### config.mk
export PLATFORM = sky130hd
export DESIGN_NAME = program_status_flags
export DESIGN_NICKNAME = d
export VERILOG_FILES = /design/src/rtl/status_word_pkg.sv /design/src/rtl/program_status_flags.sv
export SDC_FILE = /design/constraint.sdc
export NUM_CORES = 1
export LEC_CHECK = 0
export BUFFER_PORTS_ARGS = -buffer_cell sky130_fd_sc_hd__buf_2
export CAP_MARGIN = 20
export CELL_PAD_IN_SITES_DETAIL_PLACEMENT = 1
export CELL_PAD_IN_SITES_GLOBAL_PLACEMENT = 2
export CORE_MARGIN = 10
export CORE_UTILIZATION = 30
export CTS_BUF_LIST = sky130_fd_sc_hd__clkbuf_8 sky130_fd_sc_hd__clkbuf_16
export CTS_CLUSTER_DIAMETER = 50
export DETAILED_ROUTE_END_ITERATION = 7
export PLACE_DENSITY = 0.85
export SKIP_LAST_GASP = 1
export SLEW_MARGIN = 20
export SYNTH_ARGS = -nofsm -noshare
export SYNTH_HDL_FRONTEND = slang
export SYNTH_SLANG_ARGS = --single-unit
### constraint.sdc
create_clock -name i_clk -period 5.73 [get_ports i_clk]
set_input_delay 1.146 -clock i_clk [delete_from_list [all_inputs] [get_ports i_clk]]
set_output_delay 1.146 -clock i_clk [all_outputs]
set_load 0.03 [all_outputs]
### src/rtl/status_word_pkg.sv
// constants for the program status word block
package status_word_pkg;
    localparam logic [7:0] STATUS_WORD_OFS = 8'hD0;
    localparam logic [7:0] STATUS_WORD_RST = 8'h00;
    localparam int CARRY_BIT = 7;
    localparam int HALF_BIT = 6;
    localparam int USER0_BIT = 5;
    localparam int BANK_HI_BIT = 4;
    localparam int BANK_LO_BIT = 3;
    localparam int WRAP_BIT = 2;
    localparam int USER1_BIT = 1;
    localparam int PARITY_BIT = 0;
    localparam logic [15:0] PRODUCT_LIMIT = 16'h00FF;
    localparam logic [8:0] BCD_LIMIT = 9'h099;
    localparam logic [4:0] BANK_STRIDE = 5'h08;

    typedef enum logic [3:0] {
        OP_NONE = 4'h0,
        OP_ADD = 4'h1,
        OP_ADD_CARRY = 4'h2,
        OP_SUB_BORROW = 4'h3,
        OP_PRODUCT = 4'h4,
        OP_QUOTIENT = 4'h5,
        OP_DEC_ADJUST = 4'h6,
        OP_COMPARE_JUMP = 4'h7,
        OP_CARRY_HIGH = 4'h8,
        OP_CARRY_LOW = 4'h9,
        OP_CARRY_LOAD = 4'hA
    } flag_op_t;

    typedef enum logic [1:0] {
        BUS_IDLE = 2'b01,
        BUS_ACK = 2'b10
    } bus_state_t;
endpackage : status_word_pkg

### src/rtl/program_status_flags.sv
// program status word: arithmetic flags, user flags, bank select, parity
// Functional notes
// - add/subtract: carry flag is carry out of or borrow into bit 7
// - product and quotient always clear the carry flag
// - decimal adjust sets carry when the packed BCD sum exceeds two digits
// - compare-and-jump sets carry when operand a is below operand b
// - half carry is carry out of or borrow into bit 3
// - user flags at bits 5 and 1 are plain software storage
// - bank select picks RAM window 00-07, 08-0F, 10-17 or 18-1F
// - add forms: signed wrap is carry out of bit 6 xor bit 7
// - subtract with borrow: signed wrap is borrow into bit 6 xor bit 7
// - product: signed wrap set when product exceeds 00FFH
// - quotient: signed wrap cleared, set on a zero divisor
// - parity bit is one for an odd count of accumulator ones
// - bit ops force, clear or load the carry flag from their result
//
// Chosen here: the Avalon-MM slave port.
`timescale 1ns/1ps
module program_status_flags (
    // clock and reset
    input wire logic i_clk,
    input wire logic i_rst,
    // avalon-mm slave
    input wire logic [7:0] i_avs_address,
    input wire logic i_avs_read,
    input wire logic i_avs_write,
    input wire logic [31:0] i_avs_writedata,
    input wire logic [3:0] i_avs_byteenable,
    output logic [31:0] o_avs_readdata,
    output logic o_avs_waitrequest,
    // execution datapath
    input wire status_word_pkg::flag_op_t i_op,
    input wire logic [7:0] i_opa,
    input wire logic [7:0] i_opb,
    input wire logic i_bit_value,
    input wire logic [7:0] i_acc,
    // flag outputs
    output logic o_carry_flag,
    output logic o_half_carry_flag,
    output logic o_signed_wrap_flag,
    output logic o_odd_ones_indicator,
    output logic [4:0] o_bank_base
);
    import status_word_pkg::*;

    logic [7:0] status_q;
    logic parity_q;
    bus_state_t bus_q;
    logic [31:0] rdata_q;

    // arithmetic helpers
    logic cin;
    logic [8:0] sum9;
    logic [7:0] sum7;
    logic [4:0] sum4;
    logic [8:0] dif9;
    logic [7:0] dif7;
    logic [4:0] dif4;
    logic [15:0] product;
    logic [8:0] bcd_sum;
    logic [3:0] low_adj;

    assign cin = (i_op == OP_ADD) ? 1'b0 : status_q[CARRY_BIT];
    assign sum9 = {1'b0, i_opa} + {1'b0, i_opb} + {8'h00, cin};
    assign sum7 = {1'b0, i_opa[6:0]} + {1'b0, i_opb[6:0]} + {7'h00, cin};
    assign sum4 = {1'b0, i_opa[3:0]} + {1'b0, i_opb[3:0]} + {4'h0, cin};
    assign dif9 = {1'b0, i_opa} - {1'b0, i_opb} - {8'h00, cin};
    assign dif7 = {1'b0, i_opa[6:0]} - {1'b0, i_opb[6:0]} - {7'h00, cin};
    assign dif4 = {1'b0, i_opa[3:0]} - {1'b0, i_opb[3:0]} - {4'h0, cin};
    assign product = i_opa * i_opb;
    // decimal adjust sees the accumulator on i_opa after the add
    assign low_adj = (i_opa[3:0] > 4'h9 || status_q[HALF_BIT]) ? 4'h6 : 4'h0;
    assign bcd_sum = {1'b0, i_opa} + {5'h00, low_adj};

    logic wr_hit;
    assign wr_hit = (bus_q == BUS_IDLE) && i_avs_write
        && i_avs_byteenable[0] && (i_avs_address == STATUS_WORD_OFS);

    // flag update; a software write wins over an instruction in that cycle
    always_ff @(posedge i_clk) begin
        if (i_rst) begin
            status_q <= STATUS_WORD_RST;
        end else if (wr_hit) begin
            status_q[7:1] <= i_avs_writedata[7:1];
        end else begin
            case (i_op)
                OP_ADD, OP_ADD_CARRY: begin
                    status_q[CARRY_BIT] <= sum9[8];
                    status_q[HALF_BIT] <= sum4[4];
                    status_q[WRAP_BIT] <= sum9[8] ^ sum7[7];
                end
                OP_SUB_BORROW: begin
                    status_q[CARRY_BIT] <= dif9[8];
                    status_q[HALF_BIT] <= dif4[4];
                    status_q[WRAP_BIT] <= dif9[8] ^ dif7[7];
                end
                OP_PRODUCT: begin
                    status_q[CARRY_BIT] <= 1'b0;
                    status_q[WRAP_BIT] <= product > PRODUCT_LIMIT;
                end
                OP_QUOTIENT: begin
                    status_q[CARRY_BIT] <= 1'b0;
                    status_q[WRAP_BIT] <= (i_opb == 8'h00);
                end
                OP_DEC_ADJUST: begin
                    status_q[CARRY_BIT] <= status_q[CARRY_BIT]
                        || (bcd_sum > BCD_LIMIT);
                end
                OP_COMPARE_JUMP: begin
                    status_q[CARRY_BIT] <= (i_opa < i_opb);
                end
                OP_CARRY_HIGH: status_q[CARRY_BIT] <= 1'b1;
                OP_CARRY_LOW: status_q[CARRY_BIT] <= 1'b0;
                OP_CARRY_LOAD: status_q[CARRY_BIT] <= i_bit_value;
                default: status_q <= status_q;
            endcase
        end
    end

    // parity follows the accumulator, never the bus
    always_ff @(posedge i_clk) begin
        if (i_rst) begin
            parity_q <= 1'b0;
        end else begin
            parity_q <= ^i_acc;
        end
    end

    // one wait cycle per access, then acknowledge
    always_ff @(posedge i_clk) begin
        if (i_rst) begin
            bus_q <= BUS_IDLE;
        end else begin
            case (bus_q)
                BUS_IDLE: begin
                    if (i_avs_read || i_avs_write) begin
                        bus_q <= BUS_ACK;
                    end
                end
                BUS_ACK: bus_q <= BUS_IDLE;
                default: bus_q <= BUS_IDLE;
            endcase
        end
    end

    // unmapped addresses read zero
    always_ff @(posedge i_clk) begin
        if (i_rst) begin
            rdata_q <= 32'h0000_0000;
        end else if (bus_q == BUS_IDLE && i_avs_read) begin
            if (i_avs_address == STATUS_WORD_OFS) begin
                rdata_q <= {24'h00_0000, status_q[7:1], parity_q};
            end else begin
                rdata_q <= 32'h0000_0000;
            end
        end
    end

    assign o_avs_waitrequest = (i_avs_read || i_avs_write)
        && (bus_q != BUS_ACK);
    assign o_avs_readdata = rdata_q;
    assign o_carry_flag = status_q[CARRY_BIT];
    assign o_half_carry_flag = status_q[HALF_BIT];
    assign o_signed_wrap_flag = status_q[WRAP_BIT];
    assign o_odd_ones_indicator = parity_q;
    assign o_bank_base = 5'({status_q[BANK_HI_BIT], status_q[BANK_LO_BIT]})
        * BANK_STRIDE;

    // reference values built apart from the datapath adders above
    logic [7:0] ref_sum;
    logic [7:0] ref_dif;
    logic ref_add_carry;
    logic ref_add_half;
    logic ref_add_wrap;
    logic ref_sub_borrow;
    logic ref_sub_half;
    logic ref_sub_wrap;

    assign ref_sum = i_opa + i_opb + {7'h00, cin};
    assign ref_dif = i_opa - i_opb - {7'h00, cin};
    // a wrapped sum is below operand a, or equal to it with carry in
    assign ref_add_carry = (ref_sum < i_opa) || ((ref_sum == i_opa) && cin);
    assign ref_add_half = (ref_sum[3:0] < i_opa[3:0])
        || ((ref_sum[3:0] == i_opa[3:0]) && cin);
    // signed wrap: like-signed operands, result of the other sign
    assign ref_add_wrap = (i_opa[7] == i_opb[7]) && (ref_sum[7] != i_opa[7]);
    assign ref_sub_borrow = ({1'b0, i_opb} + {8'h00, cin}) > {1'b0, i_opa};
    assign ref_sub_half = ({1'b0, i_opb[3:0]} + {4'h0, cin})
        > {1'b0, i_opa[3:0]};
    // subtract wraps when the signs differ and the result leaves a's sign
    assign ref_sub_wrap = (i_opa[7] != i_opb[7]) && (ref_dif[7] != i_opa[7]);
endmodule : program_status_flags

==> impl_metrics.env <==
export IMPL_insertion_delay_ns=0.25
export IMPL_synth_area_mux_share_pct=0.4908
export IMPL_layout_area_seq_um2=360.3
export IMPL_via_per_inst=4.827
export IMPL_area_delta_synth_final_pct=13.59
export IMPL_grt_usage_pct=12.70
export IMPL_rsz0062_at_grt="no"
export IMPL_htree_levels=1
export IMPL_cp_start_kind="input pin"
export IMPL_grt_overflow_total=0
export IMPL_synthArstFlopShare_pct=0
export IMPL_port_buffers=63
export IMPL_worstPathRequired_ns=5.88
export IMPL_grt_pass1_vias=4113
export IMPL_diodes=0
export IMPL_crit_path_max_incr_delay_ns=0.55
export IMPL_ys_warnings_count=0
export IMPL_end_kind="flip-flop"
export IMPL_cts_buffers=3
export IMPL_initial_core_util_pct=30.68
export IMPL_ys_ff_latch=18
export IMPL_fmax_mhz=184.5
export IMPL_rows=42
export IMPL_die_x_um=136.6
export IMPL_synth_compound_area_share_pct=14.36
export IMPL_dp_final_hpwl_um=10440
export IMPL_clkSinkCount=18
export IMPL_yosys_area_share_xor_xnor_pct=3.006
export IMPL_fin_util_pct=34.85
export IMPL_setup_viol=0
export IMPL_nNetsFinal=774
export IMPL_finClkSkew_ns=0.008620
export IMPL_gp_congestion=0.8570
export IMPL_drive_above_1_share_pct=15.71
export IMPL_synth_edf_count=0
export IMPL_drtAntennaViolNets=0
export IMPL_grt_max_degree=18
export IMPL_yosysMostFrequentCell="inv_1"
export IMPL_slew_limit_headroom_pct=57.28
export IMPL_die_area_um2=18660
export IMPL_synthAdderAreaFrac_pct=39.08
export IMPL_io_pin_count=119
export IMPL_dr_total_vias=3707
export IMPL_path_class="input pin to flip-flop"
export IMPL_cts_tree="done"
export IMPL_leakagePower_uw=0.002392
export IMPL_syn_area_per_cell_um2=7.799
export IMPL_fp_dieH_um=136.6
export IMPL_grt_pass1_wl_um=19820
export IMPL_hold_path_class="flip-flop to flip-flop"
export IMPL_synthTopCellsByCount="inv_1 (82), ha_1 (65), nor2_1 (64)"
export IMPL_yosysTopAreaCell="ha_1"
export IMPL_multi_input_area_um2=3198
export IMPL_critPathMostFrequentCell="fa_1"
export IMPL_seq_area_frac_synth_pct=8.834
export IMPL_fin_crit_sh_pct=94.59
export IMPL_synth_top_family_by_area="adder cells"
export IMPL_fill_cells=1696
export IMPL_drtPass1Iterations=4
export IMPL_syn_inst=523
export IMPL_finalHoldViolations=0
export IMPL_vdd_drop_max_v=0.0001219
export IMPL_ctsHoldBuffers=0
export IMPL_drcViolationCount=0
export IMPL_maxSlewViolCount=0
export IMPL_yosys_area_top_type_share_pct=19.94
export IMPL_routed_wl_um=11990
export IMPL_syn_area_um2=4079
export IMPL_cts_resized=0
export IMPL_drtIter0Drc=193
export IMPL_path_clk_slew_ns=0.06
export IMPL_grt_antenna_before_repair=0
export IMPL_crit_chain="buf_2 -> clkinv_1 -> nor2_1 -> fa_1 -> fa_1 -> fa_1 -> inv_1 -> fa_1 -> inv_1 -> ha_1 -> nand3_1 -> o2111ai_1 -> a31oi_1 -> o21ai_1 -> xor2_1 -> nor4b_2 -> buf_4 -> o2bb2ai_1"
export IMPL_clockBufferDepth=2
export IMPL_fin_setup_tns_ns=0
export IMPL_synth_area_leaders="ha_1 (20%), fa_1 (19%), dfxtp_1 (8.8%), inv_1 (7.5%), nor2_1 (5.9%)"
export IMPL_power_uw=1046
export IMPL_min_period_ns=5.420
export IMPL_ys_flop_type="dfxtp_1"
export IMPL_slowest_stage="fa_1"
export IMPL_outcome="finished, final reports clean"
export IMPL_arrival_ns=5.57
export IMPL_postCtsSetupBuffers=0
export IMPL_synth_cell_type_count=62
export IMPL_synth_simple_area_share_pct=18.99
export IMPL_post_drt_wl_per_cell_um=15.61
export IMPL_coreArea_um2=13300
export IMPL_maxCapViolCount=0
export IMPL_tightestPinTransition_ns=0.6247
export IMPL_p_per_area_nw_per_um2=225.7
export IMPL_path_max_fanout=6
export IMPL_cts_root_buf="clkbuf_16"
[through the flow]
stage	setup slack [ns]	area (um^2)	instances	hold WS (ns)
finish	0.3099	4633	768	0.4549
global route	0.06693	4633	768	0.4770
CTS	0.3033	4633	768	0.4575
detailed placement	0.05111	4544	764	0.4475
global placement	0.1235	4544	764	0.4387
floorplan	0.6320	4177	549	0.4366
[state kept, by name, indices dropped and copies added, names as in the netlist]
name and flops:
bus_q 2, o_avs_readdata 8, o_odd_ones_indicator 1, status_q 7
[critical path: cells and delay by family]
kind | cells | cell delay [ns]
adders and majority gates | 5 | 2.40
xor gates and xnor gates | 1 | 0.09
AOI/OAI and AO/OA | 4 | 0.74
and+or+nand+nor | 3 | 0.54
buffers and inverters | 5 | 0.60
[layer usage]
metal	track usage (%)	vias to the layer above	wire [um]
met5	0	-	0
met4	1.361	0	93
met3	1.356	6	429
met2	22.14	75	6078
met1	16.94	1831	5390
li1	-	1795	-
[layout by cell type (no fill, tap or decap), types with 3 or more instances in the layout]
cell type	synthesis	layout
o211ai_1	3	3
inv_1	82	82
and2_1	8	8
o2111ai_1	4	4
a21o_1	3	3
xnor2_1	8	8
o21a_1	3	3
nand2b_1	5	5
or3_1	3	3
clkinv_1	4	4
o21ai_0	17	17
nand3_1	18	18
a211oi_1	4	4
conb_1	1	27
inv_2	4	4
ha_1	65	65
nand2_1	39	39
buf_2	1	63
fa_1	39	39
buf_4	29	15
nor2_1	64	64
dfxtp_1	18	18
a21oi_1	30	30
clkbuf_16	0	3
nor3_1	5	5
nor2b_1	4	4
xor2_1	6	6
a31oi_1	6	6
[cells by family after synthesis]
logic type,count (synthesis)
AOI/OAI and AO/OA,91
xor gates and xnor gates,14
adders and majority gates,104
buffers and inverters,129
DFF,18
muxes,2
other,1
and+or+nand+nor,164
[worst paths after layout]
| path | startpoint | to | slack [ns] | cells after the start |
|---|---|---|---|---|
| worst max register to register | status_q[6] | status_q[7] | 2.90 | 11 |
| worst min-delay path | o_avs_readdata[2] | o_avs_readdata[2] | 0.45 | 2 |
| worst max-delay path | i_opa[3] | status_q[2] | 0.31 | 18 |
| worst min register to register | o_avs_readdata[2] | o_avs_readdata[2] | 0.45 | 2 |
[cell type report]
cell class | instances | share of cell area, %
well taps | 176 | 4.753
inverters | 90 | 7.291
multi-input cells | 402 | 69.03
flip-flops and latches | 18 | 7.777
repair buffers | 78 | 9.236
clock buffers | 4 | 1.917
[power breakdown]
group	internal, uW	total [uW]	leakage, uW	switching (uW)
registers	130	134	0.000146	4.32
logic	311	757	0.00220	446
clock network	106	155	0.0000442	48.5
total	548	1050	0.00239	498
(Power assumes the default switching activity.)
